--- src/pkg/snf_cfg.svh ---
`ifndef SNF_CFG_SVH
`define SNF_CFG_SVH
`define SNF_WORD_W 16
`define SNF_NOP_HEAD 13'h1220
`define SNF_OP_NOP 3'h1
`define SNF_OP_DIAG1 3'h2
`define SNF_OP_SWITCH 3'h3
`define SNF_ALL_ONES 16'hFFFF
`define SNF_BIT_CNT_LAST 4'hF
`define SNF_RESET_ANSWER 16'h0000
`define SNF_OP_W 3
`define SNF_SEL_BIT 3
`define SNF_ON_BIT 4
`define SNF_BYTE_W 8
`define SNF_ZERO_BYTE 8'h00
`define SNF_DIAG_ZERO 12'h000
`define SNF_SWITCH_ZERO 11'h000
`define SNF_CNT_ZERO 4'h0
`define SNF_CNT_STEP 4'h1
`define SNF_SYNC_IDLE 2'h3
`define SNF_NO_FLAGS 6'h00
`endif

--- src/pkg/snf_pkg.sv ---
package snf_pkg;
  // Per-channel fault detector inputs, one bit per condition.
  typedef struct packed {
    logic out_gnd;
    logic out_bat;
    logic ret_gnd;
    logic ret_bat;
    logic out_ret;
    logic open_line;
  } snf_fault_t;

  typedef enum logic [1:0] {
    SNF_IDLE = 2'b00,
    SNF_SHIFT = 2'b01,
    SNF_DONE = 2'b10
  } snf_state_t;

  typedef struct packed {
    logic [1:0] sclk_sync;
    logic [1:0] csn_sync;
    logic [1:0] mosi_sync;
    logic sclk_prev;
    snf_state_t state;
    logic [15:0] rx_shift;
    logic [15:0] tx_shift;
    logic [15:0] answer;
    logic [3:0] bit_cnt;
    logic [1:0] chan_on;
    logic [1:0][5:0] latched;
    snf_fault_t [1:0] fault_meta;
    snf_fault_t [1:0] fault_live;
    logic ot_meta;
    logic overtemp;
    logic miso;
  } snf_state_all_t;
endpackage : snf_pkg

--- src/hdl/snf_core.sv ---
`include "snf_cfg.svh"

module snf_core (
  input wire logic core_clk_in,
  input wire logic rst_in,
  input wire logic spi_sclk_in,
  input wire logic spi_csn_in,
  input wire logic spi_mosi_in,
  output logic spi_miso_out,
  input snf_pkg::snf_fault_t ch0_fault_in,
  input snf_pkg::snf_fault_t ch1_fault_in,
  input wire logic overtemp_in,
  output logic [1:0] chan_on_out,
  output logic overtemp_flag_out
);
  import snf_pkg::*;

  // The whole state of the block lives in one packed struct.
  // The register holds r; next_r is the value it takes at the coming edge.
  snf_state_all_t r;
  snf_state_all_t next_r;

  // Raw detector levels, gathered per channel before synchronising.
  snf_fault_t [1:0] fault_pin;

  // Edge strobes of the link clock, found after its synchroniser.
  logic sclk_rise;
  logic sclk_fall;

  // Decoded view of the word that the last frame delivered.
  logic [`SNF_WORD_W-1:0] cmd;
  logic [`SNF_OP_W-1:0] op;
  logic sel;
  logic on_req;

  // Frame check and command classes; at most one class is true for any word.
  logic frame_ok;
  logic is_nop;
  logic is_diag;
  logic is_switch;

  // Diagnosis view of the selected channel.
  snf_fault_t sel_flags;
  logic [`SNF_BYTE_W-1:0] diag_byte;

  // The detectors are analog comparators that know nothing of our clock.
  // Their levels therefore pass two flip-flops before any decision reads them,
  // at the price of two extra cycles before a faulty channel is shut down.
  assign fault_pin[0] = ch0_fault_in;
  assign fault_pin[1] = ch1_fault_in;

  // Edges are found only from the second synchroniser stage.
  // Reading the first stage here would let a metastable level leak into the shifters.
  assign sclk_rise = r.sclk_sync[1] && !r.sclk_prev;
  assign sclk_fall = !r.sclk_sync[1] && r.sclk_prev;

  // Fields of the received word.
  assign cmd = r.rx_shift;
  assign op = cmd[`SNF_OP_W-1:0];
  assign sel = cmd[`SNF_SEL_BIT];
  assign on_req = cmd[`SNF_ON_BIT];

  // A frame counts only when a whole number of sixteen bits was clocked in.
  // The counter wraps, so a frame of thirty-two bits is still taken as whole.
  assign frame_ok = (r.bit_cnt == `SNF_CNT_ZERO);

  // The no-operation word is one fixed pattern in all sixteen bits.
  assign is_nop = (cmd[`SNF_WORD_W-1:`SNF_OP_W] == `SNF_NOP_HEAD) &&
                  (op == `SNF_OP_NOP);

  // The diagnosis request carries only the channel select besides its opcode.
  assign is_diag = (cmd[`SNF_WORD_W-1:`SNF_ON_BIT] == `SNF_DIAG_ZERO) &&
                   (op == `SNF_OP_DIAG1);

  // The channel switch carries the on request and the channel select.
  assign is_switch = (cmd[`SNF_WORD_W-1:`SNF_ON_BIT+1] == `SNF_SWITCH_ZERO) &&
                     (op == `SNF_OP_SWITCH);

  // Diagnosis byte of the selected channel.
  // The return-to-battery, output-to-return and open-line faults share one bit, so every latched flag stays visible.
  assign sel_flags = r.latched[sel];
  assign diag_byte = {1'b0,
                      1'b0,
                      !r.chan_on[sel],
                      r.overtemp,
                      sel_flags.out_gnd,
                      sel_flags.out_bat,
                      sel_flags.ret_gnd,
                      sel_flags.ret_bat | sel_flags.out_ret | sel_flags.open_line};

  // Frame handling, command decoding and fault latching.
  always_comb begin
    next_r = r;

    // Two-stage synchronisers for the link pins.
    next_r.sclk_sync = {r.sclk_sync[0], spi_sclk_in};
    next_r.csn_sync = {r.csn_sync[0], spi_csn_in};
    next_r.mosi_sync = {r.mosi_sync[0], spi_mosi_in};
    next_r.sclk_prev = r.sclk_sync[1];

    // Two-stage synchronisers for the detector levels.
    next_r.fault_meta = fault_pin;
    next_r.fault_live = r.fault_meta;
    next_r.ot_meta = overtemp_in;

    // The heat status is never frozen; it follows the sensor at all times.
    next_r.overtemp = r.ot_meta;

    // Latch faults only while the channel runs; a faulted channel turns off.
    // An off channel keeps its flags until a switch-on command for it clears them.
    for (int c = 0; c < 2; c++) begin
      if (r.chan_on[c]) begin
        next_r.latched[c] = r.latched[c] | r.fault_live[c];
        if (|r.fault_live[c]) begin
          next_r.chan_on[c] = 1'b0;
        end
      end
    end

    // Heat is a fault of the whole chip and takes both channels down.
    if (r.overtemp) begin
      next_r.chan_on = 2'b00;
    end

    case (r.state)
      // Between frames the first answer bit already stands on the data line.
      SNF_IDLE: begin
        next_r.miso = r.answer[`SNF_WORD_W-1];
        if (!r.csn_sync[1]) begin
          next_r.tx_shift = r.answer;
          next_r.bit_cnt = `SNF_CNT_ZERO;
          next_r.state = SNF_SHIFT;
        end
      end

      // Receive on the rising link edge, send on the falling one.
      SNF_SHIFT: begin
        if (sclk_rise) begin
          next_r.rx_shift = {r.rx_shift[`SNF_WORD_W-2:0], r.mosi_sync[1]};
          next_r.bit_cnt = r.bit_cnt + `SNF_CNT_STEP;
        end
        if (sclk_fall) begin
          next_r.tx_shift = {r.tx_shift[`SNF_WORD_W-2:0], 1'b0};
          next_r.miso = r.tx_shift[`SNF_WORD_W-2];
        end
        if (r.csn_sync[1]) begin
          next_r.state = SNF_DONE;
        end
      end

      // The word is decoded once, in the cycle after deselect is seen.
      // The answer stands until the next decode and leaves in the next frame.
      SNF_DONE: begin
        next_r.state = SNF_IDLE;
        if (!frame_ok) begin
          // Short frames are treated as invalid commands.
          next_r.answer = `SNF_ALL_ONES;
        end else if (is_nop) begin
          next_r.answer = cmd;
        end else if (is_diag) begin
          next_r.answer = {diag_byte, cmd[`SNF_BYTE_W-1:0]};
        end else if (is_switch) begin
          if (on_req) begin
            // While the channel runs, a fault seen in the same cycle as the clear wins over the clear.
            if (r.chan_on[sel]) begin
              next_r.latched[sel] = r.fault_live[sel];
            end else begin
              next_r.latched[sel] = `SNF_NO_FLAGS;
            end
            // A hot chip refuses to switch on; the value matches the heat flag.
            next_r.chan_on[sel] = !next_r.overtemp;
          end else begin
            next_r.chan_on[sel] = 1'b0;
          end
          next_r.answer = {`SNF_ZERO_BYTE, cmd[`SNF_BYTE_W-1:0]};
        end else begin
          next_r.answer = `SNF_ALL_ONES;
        end
      end

      default: begin
        next_r.state = SNF_IDLE;
      end
    endcase
  end

  // State register; bit count wraps to zero after exactly sixteen bits.
  // The select synchroniser resets to the idle level, so no false frame follows reset.
  always_ff @(posedge core_clk_in or posedge rst_in) begin
    if (rst_in) begin
      r <= '0;
      r.csn_sync <= `SNF_SYNC_IDLE;
    end else begin
      r <= next_r;
    end
  end

  // Every output comes straight from a flip-flop.
  assign spi_miso_out = r.miso;
  assign chan_on_out = r.chan_on;
  assign overtemp_flag_out = r.overtemp;
endmodule : snf_core

--- config.mk ---
export PLATFORM = sky130hd
export DESIGN_NAME = snf_core
export DESIGN_NICKNAME = d
export VERILOG_FILES = /design/src/pkg/snf_pkg.sv /design/src/hdl/snf_core.sv
export VERILOG_INCLUDE_DIRS = /design/src /design/src/pkg
export SDC_FILE = /design/constraint.sdc
export NUM_CORES = 1
export LEC_CHECK = 0
export BUFFER_PORTS_ARGS = -buffer_cell sky130_fd_sc_hd__buf_2
export CORE_ASPECT_RATIO = 0.9
export CORE_MARGIN = 1.5
export CORE_UTILIZATION = 30
export DETAILED_ROUTE_END_ITERATION = 10
export PLACE_DENSITY_LB_ADDON = 0.15
export SLEW_MARGIN = 20
export SYNTH_ARGS = -nofsm -noshare
export SYNTH_HDL_FRONTEND = slang
export SYNTH_SLANG_ARGS = --single-unit
--- constraint.sdc ---
create_clock -name core_clk_in -period 6.2 [get_ports core_clk_in]
set_input_delay 0 -clock core_clk_in [delete_from_list [all_inputs] [get_ports core_clk_in]]
set_output_delay 0 -clock core_clk_in [all_outputs]
set_load 0.1 [all_outputs]
# After elaboration in Yosys (flattened, before gate mapping)
# Cells that the tools add are included.
dict set report word_totals {
  word_cells 124
  regBits 101
  inputBits 18
}
dict set report classes {
  muxes 42
  bitwise 8
  order_cmp 2
  reduce_logical 22
  n_eq_ne 10
  addsub 1
}
# operator count
set op_table {}
lappend op_table {{$mux 14} 5}
lappend op_table {{$mux 16} 4}
lappend op_table {{$mux 6} 7}
lappend op_table {{$mux 15} 2}
lappend op_table {{$pmux 15 s2} 1}
lappend op_table {{$mux 12} 2}
lappend op_table {{$eq 13x13->1 const B} 1}
lappend op_table {{$and 12x12->12} 1}
lappend op_table {{$bwmux 12} 1}
lappend op_table {{$logic_not 12->1} 1}
lappend op_table {{$not 12->12} 1}
lappend op_table {{$or 6x6->6} 2}
lappend op_table {{$reduce_or 6->1} 2}
lappend op_table {{$logic_not 11->1} 1}
lappend op_table {{$mux 1} 8}
lappend op_table {{$mux 2} 4}
lappend op_table {{$mux 4} 2}
lappend op_table {{$ne 2x2->1 const B} 4}
lappend op_table {{$pmux 4 s2} 1}
lappend op_table {{$demux 6 s1} 1}
lappend op_table {{$eq 3x2->1 const B} 2}
lappend op_table {{$logic_and 1x1->1} 6}
lappend op_table {{$reduce_and 2->1} 3}
lappend op_table {{$reduce_and 3->1} 2}
lappend op_table {{other kinds (17)} 21}

# Depth between registers and ports, before layout
# Gate-level depths: netlist of run 1.
dict set report logic_depth {
  depth_word 13
  depth_mapped 7
  depth_no_buf 6
}

# Worst setup path before layout of run 1
# Ideal clock, no wire load.
dict set report synth_timing {
  path_kind {register to register}
  start {reg r[41] (netlist bit)}
  end {reg r[27] (netlist bit)}
  setup_time_ns 0.121
  path_slack_ns 4.265
  required_ns 6.079
  stages_incl_launch_ff 8
  period_less_slack_ns 1.935
  arrival_time_ns 1.814
  path_cell_list {dfrtp_1 -> inv_1 -> ha_1 -> nor3b_2 -> nand4_4 -> or4b_4 -> buf_6 -> a22o_1}
}
# element line_no
set synth_rtl {}
lappend synth_rtl {{start: declaration} snf_core.sv:20} ;# snf_state_all_t r;
lappend synth_rtl {{start signal: assignment} snf_core.sv:194} ;# r <= next_r;

# Worst setup path after layout of run 1
dict set report layout_timing {
  start {reg r[93] (netlist bit)}
  end {reg r[50] (netlist bit)}
}
dict set report layout_between {
  elab_chain_len 1
}
# element line_no
set layout_rtl {}
lappend layout_rtl {{$eq 2x2->1} snf_core.sv:125} ;# case (r.state)
# Every way passes these cells.
# A chain may end at the register's enable or synchronous reset.

==> metrics.md, run 1 <==
| Metric | Value |
|---|---|
| Run status | finished, final reports clean |
| Min-Delay Path Class | in -> async |
| Startpoint types | register |
| Number of distinct library cells after synthesis | 41 |
| Final Power | 1.692 mW |
| Mapped Area | 0.003889 mm² |
| Worst Path Required | 6390 ps |
| Layout fillers | 1231 |
| Ant diodes | 0 |
| Setup tns final | 0 ps |
| Initial Utilization | 30.65% |
| Gr ovfl total | 0 |
| Initial DRC Count | 182 |
| Num CTS Buffers | 9 |
| DR WL/cell | 13.88 µm |
| CP Capture Type | register |
| Critical path class | reg -> reg |
| Layout cell share with drive strength beyond 1 | 19.94% |
| Post-synthesis simple-gate area fraction | 12.42% |
| Net Count, Synth | 322 |
| Min cycle time layout | 2330 ps |
| Tcrit/Tclk final | 37.58% |
| Least-Margin Pin Slew | 1032 ps |
| Clock Path Buffers | 2 |
| Synth top area cells | dfrtp_1, mux2_2, mux2i_1 |
| Slew margin rel. | 31.18% |
| Multiplexer area fraction after synthesis | 9.588% |
| IO Count | 22 |
| Crit-path max FO | 19 |
| XOR/XNOR share of the synthesized area | 0.4505% |
| Vias in the first global route | 2343 |
| Largest family of logic cells by synthesized area | simple AND/OR/NAND/NOR gates |
| First-pass GRT wire length | 11990 µm |
| Placed cell area | 0.004145 mm² |
| Die Area | 0.01366 mm² |
| Final Hold Fails | 0 |
| Placer Congestion | 0.6857 |
| I/O Buffers | 21 |
| Largest net degree at the start of global routing | 85 |
| TritonCTS Sinks | 101 |
| Core region area | 0.01269 mm² |
| CTS tree | built |
| PD cells | 363.8 mW/mm² |
| Cell count after synthesis | 302 |
| Routed WL | 7011 µm |
| Overall die height | 111.0 µm |
| Synth Area in Compound Gates | 8.945% |
| RSZ-0062 raised after global routing | false |
| Post-Synth Adder-Cell Area | 0.6435% |
| Hpwl dp | 4476 µm |
| Synth area leader | dfrtp_1 |
| CP arrival | 2520 ps |
| DRT antenna net count | 0 |
| Worst-Skew Late Latency | 340 ps |
| Seq cells post-synth | 101 |
| H-tree levels | 3 |
| Seq/Total Area, Yosys | 65.06% |
| Tot GR Track Use | 11.55% |
| Max Cap Viol | 0 |
| Share of the synthesized area in the top cell type | 63.71% |
| CTS clk-pin slew, worst paths | 70 ps |
| Pre-Repair DR Iteration Count | 4 |
| Synthesized area per cell | 12.88 µm² |
| Final-report max-slew violation count | 0 |
| Maximum VDD drop | 0.1586 mV |
| Die width | 123.0 µm |
| DRC | 0 |
| Post-CTS Setup Bufs | 0 |
| Via count | 2301 |
| Layout Nets | 356 |
| Antenna violations before repair | 0 |
| Root buf cell | clkbuf_16 |
| Setup violators final | 0 |
| F_max | 429.2 MHz |
| Yosys Warn Count | 0 |
| Vias per cell | 4.556 |
| Final Instance Area | 0.004651 mm² |
| Area growth syn-to-layout | 19.59% |
| Pleak | 2.062 nW |
| # rows | 39 |
| Final Skew | 5.729 ps |
synthesized netlist by cell type (all sizes together):
cell    instances
o21ai          17
nor2           27
a31oi           2
o22a            3
nor2b           2
nand2          26
nor4bb          1
nor3            5
mux2           18
a21oi           8
a221oi          1
dfrtp          99
nand3b          2
mux2i          17
a22oi           1
or4b            1
xor2            2
nand3           2
and4            2
ha              2
nor4b           4
and2b           1
nand2b          3
or3             1
nor4            5
a22o           12
o21ba           1
nor3b           1
o211ai          4
clkbuf         10
a211oi          2
inv             7
buf             7
nand4           3
o31ai           1
dfstp           2
sequential cells by signal (all words and copies together) (netlist names):
name	cells
spi_miso_out	1
chan_on_out	2
overtemp_flag_out	1
cmd	16
next_r	17
r	64
what timing repair did:
item	4_1_cts	5_1_grt
hold buffers	17	0
hold endpoints to repair	33	0
gates resized for setup	0	0
per-stage QoR:
step / utilization (%) / worst slack (ps) / hold slack, ps / cells
after detailed placement: 32.67 / 3888 / -55.91 / 472
after floorplan: - / 3556 / 4.478 / 302
after global routing: 36.66 / 3657 / 139.2 / 505
final: 36.66 / 3870 / 117.9 / 505
after global placement: 32.67 / 3938 / -57.54 / 472
after CTS: 36.63 / 3871 / 111.8 / 505
layout by cell type (no fill, tap or decap), types with 8 or more instances in the layout:
cell type,instances
o21ai_0,17
a22o_1,12
nor2_1,27
a21oi_1,8
mux2_2,18
clkbuf_16,9
mux2i_1,17
dfrtp_1,99
dlygate4sd3_1,17
buf_2,21
nand2_1,26
routing by layer:
metal | global-route usage, % | part of all wire (%) | up-vias | wire length [µm]
met2 | 16.56 | 44 | 28 | 3091
met1 | 15.95 | 51 | 1138 | 3543
li1 | - | - | 1125 | -
met5 | 0 | 0 | - | 0
met4 | 5.287 | 2.1 | 0 | 144
met3 | 3.549 | 3.3 | 10 | 231
power by group:
| part | switching (mW) | internal [mW] |
|---|---|---|
| Clock | 0.249 | 0.368 |
| Combinational | 0.135 | 0.108 |
| Sequential | 0.0784 | 0.754 |
final timing paths:
path / to / slack, ps / cells after the start / from
max: r[50] / 3870 / 4 / r[93]
min: next_r[10] / 120 / 3 / rst_in
max reg2reg: r[50] / 3870 / 4 / r[93]
min reg2reg: r[5] / 350 / 0 / next_r[5]
max in group asynchronous: r[28] / 5080 / 4 / rst_in
min in group core_clk_in: next_r[9] / 290 / 2 / ch1_fault_in[0]
cell type report:
class | count | area [µm²] | share of cell area [%]
Timing Repair Buffer | 40 | 294.0 | 6.322
Clock inverter | 6 | 92.59 | 1.991
Sequential cell | 101 | 2530 | 54.40
Inverter | 7 | 28.78 | 0.6188
Tap cell | 164 | 205.2 | 4.412
Multi-Input combinational cell | 177 | 1261 | 27.12
Clock buffer | 10 | 239.0 | 5.139
critical path: stages, from the launching register on:
cell and delay [ps]:
dfrtp_1 450, and2b_1 670, nand4_4 250, a221oi_1 690, nor2_1 120
kinds of logic (layout without fill, tap and decap cells):
logic type      Yosys count  count (layout)
compound gates           52              52
xor+xnor                  2               2
fa+ha+maj                 2               2
buf+inv                  24              63
flops                   101             101
mux                      35              35
simple gates             86              86
Note: power is estimated with default switching activity, not from simulation.
==> run 2: changes to the inputs <==
==> constraint.sdc (replaced) <==
create_clock -name core_clk_in -period 2 [get_ports core_clk_in]
set_input_delay 0 -clock core_clk_in [delete_from_list [all_inputs] [get_ports core_clk_in]]
set_output_delay 0 -clock core_clk_in [all_outputs]
set_load 0.1 [all_outputs]
==> run 2 against run 1 <==
  * Final cell count grew 3.2%
  * Clock-buffer cell count shrank 1
  * Sequential cell count is the same
==> metrics.md, run 2 (same netlist as run 1, synthesis figures left out) <==
| Metric | Value |
|---|---|
| Placed cell area | 0.004252 mm² (was 0.004145 mm²) |
| Largest net degree at the start of global routing | 63 (was 85) |
| Commonest non-fill, non-tap cell in the layout | dfrtp_1 (unchanged) |
| CP Capture Type | register (unchanged) |
| CP arrival | 2140 ps (was 2520 ps) |
| Vias per cell | 4.580 (was 4.556) |
| Placer Congestion | 0.7136 (was 0.6857) |
| Die Area | 0.01366 mm² (unchanged) |
| Ant diodes | 0 (unchanged) |
| CTS clk-pin slew, worst paths | 70 ps (about the same) |
| Max Cap Viol | 0 (unchanged) |
| IO Count | 22 (unchanged) |
| Overall die height | 111.0 µm (unchanged) |
| Final Instance Area | 0.004777 mm² (was 0.004651 mm²) |
| Worst hold slack | 291.7 ps (was 117.9 ps) |
| Pleak | 2.140 nW (was 2.062 nW) |
| PD cells | 1118 mW/mm² (was 363.8 mW/mm²) |
| Area growth syn-to-layout | 22.84% (was 19.59%) |
| Clock Path Buffers | 2 (unchanged) |
| Final Skew | 9.251 ps (was 5.729 ps) |
| Routed WL | 7211 µm (was 7011 µm) |
| DRC | 0 (unchanged) |
| Worst Path Required | 2230 ps (was 6390 ps) |
| Tot GR Track Use | 11.99% (was 11.55%) |
| Run status | finished, final reports clean (unchanged) |
| Gr ovfl total | 0 (unchanged) |
| F_max | 525.1 MHz (was 429.2 MHz) |
| Layout Nets | 372 (was 356) |
| Crit-path max FO | 6 (was 19) |
| Most frequent cells in the layout | dfrtp_1, nor2_1, nand2_1 (unchanged) |
| Critical path class | reg -> reg (unchanged) |
| Core region area | 0.01269 mm² (unchanged) |
| Slew margin rel. | 48.81% (was 31.18%) |
| Hpwl dp | 4713 µm (was 4476 µm) |
| Num CTS Buffers | 9 (unchanged) |
| Final WS setup | 95.58 ps (was 3870 ps) |
| Startpoint types | register (unchanged) |
| Max reg flops | 64 (unchanged) |
| DR WL/cell | 13.84 µm (was 13.88 µm) |
| Final Hold Fails | 0 (unchanged) |
| Final design utilization | 37.65% (was 36.66%) |
| Initial Utilization | 30.65% (unchanged) |
| Antenna violations before repair | 0 (unchanged) |
| Setup violators final | 0 (unchanged) |
| Maximum VDD drop | 0.4474 mV (was 0.1586 mV) |
| Root buf cell | clkbuf_16 (unchanged) |
| Layout cell share with drive strength beyond 1 | 23.81% (was 19.94%) |
| Layout fillers | 1257 (was 1231) |
| Largest Register | r (unchanged) |
| Initial DRC Count | 121 (was 182) |
| Pre-Repair DR Iteration Count | 4 (unchanged) |
| Vias in the first global route | 2522 (was 2343) |
| DRT antenna net count | 0 (unchanged) |
| RSZ-0062 raised after global routing | false (unchanged) |
| Final-report max-slew violation count | 0 (unchanged) |
| H-tree levels | 3 (unchanged) |
| Pre-CTS WS | 31.97 ps (was 3888 ps) |
| Setup tns final | 0 ps (unchanged) |
| Min-Delay Path Class | in -> reg (was in -> async) |
| Via count | 2386 (was 2301) |
| TritonCTS Sinks | 101 (unchanged) |
| Least-Margin Pin Slew | 767.8 ps (was 1032 ps) |
| I/O Buffers | 21 (unchanged) |
| Min cycle time layout | 1904 ps (was 2330 ps) |
| Die width | 123.0 µm (unchanged) |
| CTS tree | built (unchanged) |
| Worst-Skew Late Latency | 340 ps (about the same) |
| Tcrit/Tclk final | 95.22% (was 37.58%) |
| First-pass GRT wire length | 12680 µm (was 11990 µm) |
| # rows | 39 (unchanged) |
run 2: changes by cell type in the layout (fill, tap and decap cells not counted), sizes merged:
cell	change
buf	+16
clkbuf	-1
inv	+1
run 2: layout make-up:
class | count | area [µm²] | area share (%)
clock buffer | 9 | 225.2 | 4.715
clock inverter | 7 | 102.6 | 2.148
inverter | 7 | 30.03 | 0.6286
timing repair buffer | 56 | 410.4 | 8.591
tap | 164 | 205.2 | 4.295
multi-input combinational | 177 | 1274 | 26.66
sequential | 101 | 2530 | 52.96
run 2: metal layers:
layer / track usage (%) / share of wire (%)
met1: 16.85 / 52
met2: 17.41 / 44
met3: 3.807 / 2.8
met4: 4.138 / 0.94
met5: 0 / 0
run 2: worst max-delay path, stage by stage, from the launching register on:
cell	delay (ps)
dfrtp_1	400
inv_1	60
ha_1	150
nor3b_4	240
nand4_4	120
or4b_4	610
a22o_1	200
run 2: stage by stage:
stage / power (mW) / cells
finish: 5.341 / 521
global route: 5.656 / 521
CTS: 5.413 / 519
detailed placement: 3.442 / 486
global placement: 3.426 / 486
floorplan: 3.152 / 302
run 2: repair_timing:
item | 4_1_cts | 5_1_grt
resized for setup | 0 | 2
setup endpoints to repair | 0 | 13
setup buffers | 0 | 2
hold buffers | 17 | 0
hold endpoints to repair | 115 | 0
run 2: power by group:
group	total, mW	switching (mW)	internal [mW]
clock	1.91	0.792	1.11
combinational	0.908	0.495	0.413
sequential	2.53	0.188	2.34
total	5.34	1.48	3.87
run 2: worst paths after layout:
kind                            startpoint         end  slack [ps]  depth (start not counted)
setup / recovery                     r[42]       r[30]         100                          6
hold / removal             ch0_fault_in[2]   next_r[5]         290                          2
setup reg to reg                     r[42]       r[30]         100                          6
hold reg to reg                 next_r[10]       r[10]         350                          0
max in group asynchronous           rst_in       r[64]        1030                          4
min in group asynchronous           rst_in  next_r[97]         340                          4
